[config.mk]
export PLATFORM = sky130hd
export DESIGN_NAME = sarseq_top
export DESIGN_NICKNAME = d
export VERILOG_FILES = /design/src/hw/sarseq_pkg.sv /design/src/hw/sarseq_top.sv
export SDC_FILE = /design/constraint.sdc
export NUM_CORES = 1
export LEC_CHECK = 0
export ABC_AREA = 1
export BUFFER_PORTS_ARGS = -buffer_cell sky130_fd_sc_hd__buf_4
export CAP_MARGIN = 25
export CORE_AREA = 4 4 72 74
export DETAILED_ROUTE_END_ITERATION = 8
export DIE_AREA = 0 0 76 78
export GPL_ROUTABILITY_DRIVEN = 0
export GPL_TIMING_DRIVEN = 0
export PLACE_DENSITY_LB_ADDON = 0.15
export SETUP_SLACK_MARGIN = 0.05
export SLEW_MARGIN = 20
export SYNTH_ARGS = -nofsm -noshare
export SYNTH_HDL_FRONTEND = slang
export SYNTH_SLANG_ARGS = --single-unit
[constraint.sdc]
create_clock -name i_sys_clk -period 3.7 [get_ports i_sys_clk]
set_clock_uncertainty 0.1 [all_clocks]
set_input_delay 0.74 -clock i_sys_clk [delete_from_list [all_inputs] [get_ports i_sys_clk]]
set_output_delay 0.74 -clock i_sys_clk [all_outputs]
set_load 0.01 [all_outputs]
[src/hw/sarseq_pkg.sv]
package sarseq_pkg;

    // ========================================================================
    // sizes and timing
    // ========================================================================
    localparam int          RESULT_BITS     = 10;
    localparam int          CLK_PERIOD_NS   = 100;
    localparam int          VALID_DELAY_NS  = 500;
    // longest time rounds down, never below one cycle
    localparam int          VALID_CYCLES_RAW = VALID_DELAY_NS / CLK_PERIOD_NS;
    localparam int          VALID_CYCLES    =
        (VALID_CYCLES_RAW < 1) ? 1 : VALID_CYCLES_RAW;
    // delay used between flag fall and data drive, well inside the limit
    localparam logic [3:0]  DRIVE_DELAY     = 4'h1;
    localparam logic [9:0]  RESULT_RESET    = 10'h000;
    localparam logic [9:0]  MSB_MASK        = 10'h200;

    typedef enum logic [1:0] {
        SARSEQ_IDLE,
        SARSEQ_TRIAL,
        SARSEQ_DONE
    } sarseq_state_t;

    // result group as presented at the pins
    typedef struct packed {
        logic [9:0] data;
        logic [9:0] data_oe;
    } sarseq_out_t;

endpackage

[src/hw/sarseq_top.sv]
`timescale 1ns/10ps

module sarseq_top
    import sarseq_pkg::*;
(
    input  wire logic                   i_sys_clk,
    input  wire logic                   i_reset_n,
    input  wire logic                   i_blank_convert,
    input  wire logic                   i_comp_sum_low,
    output logic      [RESULT_BITS-1:0] o_dac_code,
    output logic      [RESULT_BITS-1:0] o_data,
    output logic      [RESULT_BITS-1:0] o_data_oe,
    output logic                        o_conversion_done_n,
    output logic                        o_conversion_done_oe
);

    // ========================================================================
    // input synchroniser
    // ========================================================================
    logic               bc_meta;
    logic               bc_sync;
    logic               bc_prev;

    always_ff @(posedge i_sys_clk or negedge i_reset_n)
    begin
        if (!i_reset_n)
        begin
            bc_meta <= 1'b1;
            bc_sync <= 1'b1;
            bc_prev <= 1'b1;
        end
        else
        begin
            bc_meta <= i_blank_convert;
            bc_sync <= bc_meta;
            bc_prev <= bc_sync;
        end
    end

    wire start_conv = bc_prev & ~bc_sync;

    // ========================================================================
    // sequencer
    // ========================================================================
    sarseq_state_t                 state;
    logic [RESULT_BITS-1:0]        approx_result_register;
    logic [RESULT_BITS-1:0]        trial_bit;
    logic [3:0]                    drive_cnt;
    sarseq_out_t                   pins;

    always_ff @(posedge i_sys_clk or negedge i_reset_n)
    begin
        if (!i_reset_n)
        begin
            state                  <= SARSEQ_IDLE;
            approx_result_register <= RESULT_RESET;
            trial_bit              <= RESULT_RESET;
        end
        else
        begin
            case (state)
                SARSEQ_IDLE:
                begin
                    if (start_conv)
                    begin
                        // MSB tried first
                        approx_result_register <= MSB_MASK;
                        trial_bit              <= MSB_MASK;
                        state                  <= SARSEQ_TRIAL;
                    end
                end
                SARSEQ_TRIAL:
                begin
                    if (bc_sync)
                    begin
                        // halt; register rearmed, flag and data pins untouched, dac code returns to zero
                        approx_result_register <= RESULT_RESET;
                        trial_bit              <= RESULT_RESET;
                        state                  <= SARSEQ_IDLE;
                    end
                    else
                    begin
                        // decide current bit, raise next one
                        approx_result_register <=
                            (i_comp_sum_low ? approx_result_register
                                            : (approx_result_register
                                               & ~trial_bit))
                            | (trial_bit >> 1);
                        trial_bit <= trial_bit >> 1;
                        if (trial_bit[0])
                            state <= SARSEQ_DONE;
                    end
                end
                SARSEQ_DONE:
                begin
                    if (bc_sync)
                    begin
                        approx_result_register <= RESULT_RESET;
                        state                  <= SARSEQ_IDLE;
                    end
                end
                default:
                    state <= SARSEQ_IDLE;
            endcase
        end
    end

    // ========================================================================
    // completion flag and result buffers
    // ========================================================================
    // pins are only touched at finish, when the drive delay runs out, and at blank; a halted conversion
    // leaves whatever the last result showed
    wire finish = (state == SARSEQ_TRIAL) && !bc_sync && trial_bit[0];

    always_ff @(posedge i_sys_clk or negedge i_reset_n)
    begin
        if (!i_reset_n)
        begin
            o_conversion_done_n <= 1'b1;
            drive_cnt           <= 4'h0;
            pins                <= '0;
        end
        else
        begin
            if (finish)
            begin
                o_conversion_done_n <= 1'b0;
                drive_cnt           <= DRIVE_DELAY;
                pins.data <= i_comp_sum_low
                    ? approx_result_register
                    : (approx_result_register & ~trial_bit);
            end
            else if (state == SARSEQ_DONE && bc_sync)
            begin
                o_conversion_done_n <= 1'b1;
                pins.data_oe        <= '0;
                drive_cnt           <= 4'h0;
            end
            else if (drive_cnt != 4'h0)
            begin
                drive_cnt <= drive_cnt - 4'h1;
                if (drive_cnt == 4'h1)
                    pins.data_oe <= '1;
            end
        end
    end

    always_ff @(posedge i_sys_clk or negedge i_reset_n)
    begin
        if (!i_reset_n)
        begin
            o_dac_code           <= '0;
            o_data               <= '0;
            o_data_oe            <= '0;
            o_conversion_done_oe <= 1'b0;
        end
        else
        begin
            o_dac_code           <= approx_result_register;
            o_data               <= pins.data;
            o_data_oe            <= pins.data_oe;
            // open-collector style: enable is the flag inverted one cycle late, so it drives high for a cycle at release
            o_conversion_done_oe <= ~o_conversion_done_n;
        end
    end

    // ========================================================================
    // checks
    // ========================================================================
    property p_order;
        @(posedge i_sys_clk) disable iff (!i_reset_n)
        (state == SARSEQ_IDLE && start_conv) |=>
            (trial_bit == MSB_MASK);
    endproperty
    a_order: assert property (p_order) else $error("msb not first");

    property p_keep;
        @(posedge i_sys_clk) disable iff (!i_reset_n)
        (state == SARSEQ_TRIAL && !bc_sync && !trial_bit[0]
         && i_comp_sum_low) |=>
            ((approx_result_register & $past(trial_bit)) != '0);
    endproperty
    a_keep: assert property (p_keep) else $error("bit not kept");

    property p_clear;
        @(posedge i_sys_clk) disable iff (!i_reset_n)
        (state == SARSEQ_TRIAL && !bc_sync && !trial_bit[0]
         && !i_comp_sum_low) |=>
            ((approx_result_register & $past(trial_bit)) == '0);
    endproperty
    a_clear: assert property (p_clear) else $error("bit not cleared");

    // trial length is counted here; a ten-fold repetition unrolls badly
    logic [3:0]                    trial_len;

    always_ff @(posedge i_sys_clk or negedge i_reset_n)
    begin
        if (!i_reset_n)
            trial_len <= 4'h0;
        else if (state == SARSEQ_TRIAL)
            trial_len <= trial_len + 4'h1;
        else
            trial_len <= 4'h0;
    end

    property p_len;
        @(posedge i_sys_clk) disable iff (!i_reset_n)
        finish |-> (trial_len == 4'(RESULT_BITS - 1));
    endproperty
    a_len: assert property (p_len) else $error("not ten trials");

    property p_flag;
        @(posedge i_sys_clk) disable iff (!i_reset_n)
        finish |=> !o_conversion_done_n;
    endproperty
    a_flag: assert property (p_flag) else $error("flag not low");

    property p_drive;
        @(posedge i_sys_clk) disable iff (!i_reset_n)
        $fell(o_conversion_done_n) |-> ##[1:5] (o_data_oe == '1);
    endproperty
    a_drive: assert property (p_drive) else $error("data late");

    property p_oe_flag;
        @(posedge i_sys_clk) disable iff (!i_reset_n)
        (o_data_oe != '0) |-> !$past(o_conversion_done_n);
    endproperty
    a_oe_flag: assert property (p_oe_flag)
        else $error("outputs driven without flag");

    property p_blank;
        @(posedge i_sys_clk) disable iff (!i_reset_n)
        (state == SARSEQ_DONE && bc_sync) |=> ##1 (o_data_oe == '0);
    endproperty
    a_blank: assert property (p_blank) else $error("not blanked");

    property p_halt;
        @(posedge i_sys_clk) disable iff (!i_reset_n)
        (state == SARSEQ_TRIAL && bc_sync) |=>
            ($stable(o_conversion_done_n) && state == SARSEQ_IDLE
             && $stable(o_data) && $stable(o_data_oe));
    endproperty
    a_halt: assert property (p_halt) else $error("halt changed flag");

    property p_hold;
        @(posedge i_sys_clk) disable iff (!i_reset_n)
        (state == SARSEQ_TRIAL && !finish) |=> $stable(o_conversion_done_n);
    endproperty
    a_hold: assert property (p_hold) else $error("flag moved early");

endmodule

==> impl_metrics.ini, run 1 <==
[floorplan]
io_pins = 36
initial_core_util = 0.5888
die_area_sq_um = 5928
core.rowCount = 25
die_x_um = 76
chipHeight_um = 78
core_area_sq_um = 4598

[power_and_ir_drop]
vdd_drop_max_v = 0.0004064
leakage_nw = 1.583
p_per_area_nw_per_um2 = 569.8

[logic_synthesis]
netlist_top_cells_area = dfrtp_1 55%, nand2_1 11%, o21ai_2 9.7%, dfstp_2 3.9%, ha_1 3.2%
async_flop_share = 1.000
ys_seq_area_frac = 0.5841
synth_largest_area_cell = dfrtp_1
syn_avg_cell_area_sq_um = 10.37
yosysUniqueCellTypes = 22
ys.warnings.count = 0
netlist_area_sq_um = 2708
synthFlopType = dfrtp_1
synth_seq_cells = 63
yosysTopAreaCellShare = 0.5453
synth_nets = 272
synth_edf_count = 0
synthCells = 261

[timing]
holdWs_ns = 0.2564
rsz0062_at_grt = false
setup_slack_ns = 1.757
hold_viol = 0
setup_tns_ns = 0
fin_crit_sh = 0.5252
setup_violations = 0
drv_slew = 0
fmax_ghz = 0.5146
max_slew.worst_pin.slew_ns = 0.7417
maxSlewHeadroom = 0.5055
finalCriticalPeriod_ns = 1.943

[clocking]
tritoncts = built
clkSinkCount = 63
cts_made_buffers = 9
insertion_delay_ns = 0.34
clockRootBuffer = clkbuf_8
cts_buffer_depth = 2
hold_buffers = 0
postCtsSetupBuffers = 0
h-tree-depth = 3
clkTransAtPathRegs_ns = 0.07
cts_resized = 0

[layout]
drive_gt1_frac = 0.3942
final_common_cell = nand2_1
area_delta_synth_final_pct = 18.53
diodes = 0
fin_area_sq_um = 3209
mostFrequentLayoutCells = 81 x nand2_1, 59 x dfrtp_1, 45 x buf_4
num-nets-final = 318
fill_cells = 343

[setup_path]
path_common_cell = buf_4
startpoint_type = register
slowest_delay_ns = 0.47
required_ns = 2.86
arrival_ns = 1.10
cp_cell_sequence = buf_4 -> buf_4
crit_type = reg2out
end_kind = output pin
crit_slowest_cell = dfrtp_1
cp_max_fo = 10

[global_route]
grt_pass1_wl_um = 7769
grt_max_degree = 64
grt_pass1_vias = 1668
track_usage = 0.1669
overflow = 0
antenna_found_initial = 0

[drt]
drt-initial-drc-count = 114
dr_total_vias = 1749
post-route-drc-count = 0
routed_via_density = 4.779
routed_wl_um = 4347
drt_pass1_iterations = 4
detail-route-antenna-nets = 0
wl_per_cell_um = 11.88

[placement]
port_buffers = 35
post-place-ws_ns = 1.978
dp_hpwl_um = 2964
place_area_sq_um = 3038

[status]
status = finished, final reports clean

[run]
drv_cap = 0

[hold_path]
hp-class = reg2reg
stage by stage:
step | instances | total power, mW | utilization
6_report | 366 | 1.829 | 0.6980
4_1_cts | 366 | 1.859 | 0.6980
3_5_place_dp | 350 | 1.343 | 0.6607
2_1_floorplan | 261 | 1.207 | -
5_1_grt | 366 | 1.955 | 0.6980
3_3_place_gp | 350 | 1.337 | 0.6607
flip-flops by register name (all words and copies together), names as in the netlist:
register                flops
o_conversion_done_n         1
bc_sync                     1
bc_meta                     1
o_conversion_done_oe        1
state                       2
approx_result_register     10
o_dac_code                 10
bc_prev                     1
drive_cnt                   4
o_data_oe                   1
pins                       11
trial_bit                  10
o_data                     10
power by group:
part	internal, mW	total [mW]	leakage (nW)	switching (mW)
combinational	0.194	0.514	0.746	0.320
sequential	0.757	0.807	0.752	0.0491
clock	0.242	0.508	0.0854	0.266
worst max-delay path, delay by kind of cell (launching register included):
kind | cells | cell delay, ns
flip-flops | 1 | 0.47
buffers and inverters | 2 | 0.30
final cells by class:
class                   instances  area, sq um  area share
clock inverters                 7        47.55     0.01481
plain buffers                  16        142.6     0.04444
multi-input cells             156        885.9      0.2760
repair buffers                 35        262.8     0.08187
well taps                      54        67.56     0.02105
inverters                      26        97.59     0.03041
flip-flops and latches         63         1582      0.4928
clock buffers                   9        123.9     0.03860
cells by family (layout without fill, tap and decap cells):
| group | Yosys count | in the layout | share of synthesized area |
|---|---|---|---|
| simple gates | 113 | 113 | 0.1853 |
| buf+inv | 42 | 93 | 0.08872 |
| xor+xnor | 1 | 1 | 0.003235 |
| compound gates | 35 | 35 | 0.1063 |
| fa+ha+maj | 7 | 7 | 0.03235 |
| flops | 63 | 63 | 0.5841 |
Yosys cell counts, types with 2 or more instances:
cell type	count
nand2_1	81
dfrtp_1	59
o21ai_2	30
inv_1	21
nand2_2	12
buf_4	10
nand3_1	8
ha_1	7
buf_6	6
nor2_1	5
dfstp_2	4
inv_2	4
a21oi_1	2
nor2_4	2
o21ai_0	2
or2_2	2
worst paths after layout:
check	depth (start not counted)	from	endpoint	slack [ns]
max in group asynchronous	1	i_reset_n	pins[17]	2.64
setup / recovery	2	o_data_oe[8]	o_data_oe[4]	1.76
hold / removal	0	bc_meta	bc_sync	0.26
hold reg to reg	0	bc_meta	bc_sync	0.26
setup reg to reg	8	state[1]	pins[17]	2.10
min in group asynchronous	1	i_reset_n	o_data[5]	0.38
metal layers:
layer  global-route usage  up-vias  part of all wire
met2               0.2303       41              0.44
met5                    0        -                 0
met4              0.08719        0             0.010
met3              0.06265        7             0.059
li1                     -      903                 -
met1               0.2278      798              0.49
(Power assumes the default switching activity.)
==> run 2: changes to the inputs <==
ABC_AREA = 0   (was 1)
CORE_AREA = 4 4 76 78   (was 4 4 72 74)
DIE_AREA = 0 0 80 82   (was 0 0 76 78)
clock period = 1.6 ns   (was 3.7 ns; I/O delays follow)
==> run 2 against run 1 <==
  * The flow now finishes with violations (negative setup slack)
  * Via count fell by 2.1%
  * Cell count is 3.6% lower
  * Area after synthesis is 7.6% lower
  * Power increased to 2.9 times the previous value
  * Synthesized cell count shrank 16%
  * Register-to-register slack lost 2.2 ns
  * Final area rose by 4.9%
  * Count of clock-buffer cells in the layout is 2 higher
  * Critical path type is now reg2reg
  * Critical endpoint is now approx_result_register[1]
  * Largest cell class unchanged
  * Largest power group unchanged
==> impl_metrics.ini, run 2 <==
[status]
status = finished, violations left
violations = negative setup slack

[floorplan]
die_x_um = 80
core_area_sq_um = 5075
chipHeight_um = 82
io_pins = 36
initial_core_util = 0.4931
core.rowCount = 26
die_area_sq_um = 6560

[global_route]
grt_pass1_wl_um = 7990
track_usage = 0.1620
antenna_found_initial = 0
grt_util_met1 = 0.2194
met3_usage = 0.03618
overflow = 0
met2_usage = 0.2467
grt_busiest_layer = met2
grt_max_degree = 64
grt_pass1_vias = 1628

[setup_path]
crit_type = reg2reg
timing.rr.start = state[1]
ff2ff_setup_slack_ns = -0.09
cp_max_fo = 5
startpoint_type = register
r2r_cells = 6
required_ns = 1.77
arrival_ns = 1.86
timing.rr.end = approx_result_register[1]
end_kind = register

[logic_synthesis]
synth_nets = 229
yosys.cell_count.top_type = dfrtp_1
synthCells = 218
netlist_area_sq_um = 2502
async_flop_share = 1.000
synth_common_cells = 59 x dfrtp_1, 34 x nand2_1, 16 x inv_1
syn_avg_cell_area_sq_um = 11.48
synth_largest_area_cell = dfrtp_1
ys.warnings.count = 0
synth_seq_cells = 63
yosysUniqueCellTypes = 33
synth_edf_count = 0
yosysTopAreaCellShare = 0.5900
synthFlopType = dfrtp_1
netlist_top_cells_area = dfrtp_1 59%, nand2_1 5.1%, dfstp_2 4.2%, a22o_1 3.5%, ha_1 3.5%
ys_seq_area_frac = 0.6320

[placement]
port_buffers = 35
place_area_sq_um = 2899
dp_hpwl_um = 2924

[layout]
num-nets-final = 289
largest_reg_flops = 11
fill_cells = 393
mostFrequentLayoutCells = 56 x dfrtp_1, 53 x buf_4, 31 x nand2_1
fin_area_sq_um = 3366
regArea_sq_um = 1585
final_common_cell = dfrtp_1
multi_input_area_sq_um = 859.6
largest_register = pins
diodes = 0
area_delta_synth_final_pct = 34.50
drive_gt1_frac = 0.3569

[hold_path]
min_path_cells = 0
hold_end = bc_sync
hp-class = reg2reg
min_from = bc_meta

[run]
drv_cap = 0

[timing]
fmax_ghz = 0.5931
setup_slack_ns = -0.08601
hold_viol = 0
finalCriticalPeriod_ns = 1.686
drv_slew = 0
maxSlewHeadroom = 0.4953
max_slew.worst_pin.slew_ns = 0.7570
fin_crit_sh = 1.054
rsz0062_at_grt = true
setup_violations = 17

[clocking]
clockRootBuffer = clkbuf_8
cts_buffer_depth = 2
h-tree-depth = 3
clkTransAtPathRegs_ns = 0.07
tritoncts = built
cts_made_buffers = 9
clkSinkCount = 63
insertion_delay_ns = 0.34

[drt]
drt-initial-drc-count = 118
routed_via_density = 4.853
post-route-drc-count = 0
drt_pass1_iterations = 4
detail-route-antenna-nets = 0
routed_wl_um = 4835
wl_per_cell_um = 13.70
dr_total_vias = 1713

[power_and_ir_drop]
total_power_mw = 5.315
leakage_nw = 1.544
vdd_drop_max_v = 0.0009331
p_per_area_nw_per_um2 = 1579
## run 2: cell count changes after synthesis, moves of 5 or more
cell / delta
nor2b_1: +11
inv_1: -5
o21ai_1: +8
nand3_1: -7
buf_6: -6
o21ai_0: +12
o21ai_2: -30
nand2_1: -47
a22o_1: +10
nand2_2: -11
o31ai_1: +9
## run 2: metrics by stage
step / hold WS (ns) / TNS [ns] / cells / setup WS, ns / utilization
after floorplan: -0.07559 / 0 / 218 / 0.03027 / -
after global placement: 0.2460 / -2.226 / 323 / -0.1362 / 0.5713
after detailed placement: 0.2470 / -2.945 / 323 / -0.1618 / 0.5713
after CTS: 0.2567 / -0.6765 / 352 / -0.09208 / 0.6516
after global routing: 0.2663 / -2.565 / 353 / -0.1599 / 0.6632
final: 0.2557 / -0.7479 / 353 / -0.08601 / 0.6632
## run 2: cell families after synthesis
family | Yosys count | share of synthesized area
adders and majority gates | 7 | 0.03500
AOI/OAI and AO/OA | 52 | 0.1390
and+or+nand+nor | 62 | 0.1200
muxes | 1 | 0.004500
buffers and inverters | 32 | 0.06600
xor gates and xnor gates | 1 | 0.003501
DFF | 63 | 0.6320
## run 2: what timing repair did
item | CTS | global route
pin swaps | 8 | 7
endpoints found under the hold margin | 60 | 0
setup buffers | 7 | 1
endpoints found under the setup margin | 32 | 41
resized for setup | 19 | 13
cloned | 4 | 0
hold buffers | 2 | 0
## run 2: cell type report
type | instances | share of cell area
repair buffers | 49 | 0.1171
clock buffers | 11 | 0.04201
well taps | 70 | 0.02602
inverters | 16 | 0.01859
flip-flops and latches | 63 | 0.4710
clock inverters | 5 | 0.03086
multi-input cells | 123 | 0.2554
plain buffers | 16 | 0.03903
## run 2: worst max path at each step
stage,start,endpoint,slack [ns],cells after the start
finish,state[1],approx_result_register[1],-0.09,6
global route,state[0],state[0],-0.16,6
CTS,state[1],approx_result_register[1],-0.09,6
detailed placement,state[1],trial_bit[2],-0.16,6
global placement,state[0],approx_result_register[1],-0.14,7
floorplan,state[0],approx_result_register[0],0.03,7
## run 2: power by group
| group | internal (mW) | leakage [nW] | switching [mW] |
|---|---|---|---|
| logic | 0.913 | 0.690 | 0.796 |
| clock network | 1.08 | 0.124 | 0.608 |
| registers | 1.76 | 0.730 | 0.159 |
| total | 3.75 | 1.54 | 1.56 |
## run 2: per-layer routing
metal,share of wire,up-vias,routed length (um)
li1,-,839,-
met1,0.44,824,2145
met2,0.49,40,2347
met3,0.050,10,240
met4,0.021,0,102
met5,0,-,0
## run 2: worst max-delay path, stage by stage, from the launching register on
cell and delay (ns):
dfrtp_2 0.46, ha_4 0.18, nor2b_4 0.13, a211oi_4 0.24, nor2b_4 0.24, buf_6 0.14
a22o_1 0.14
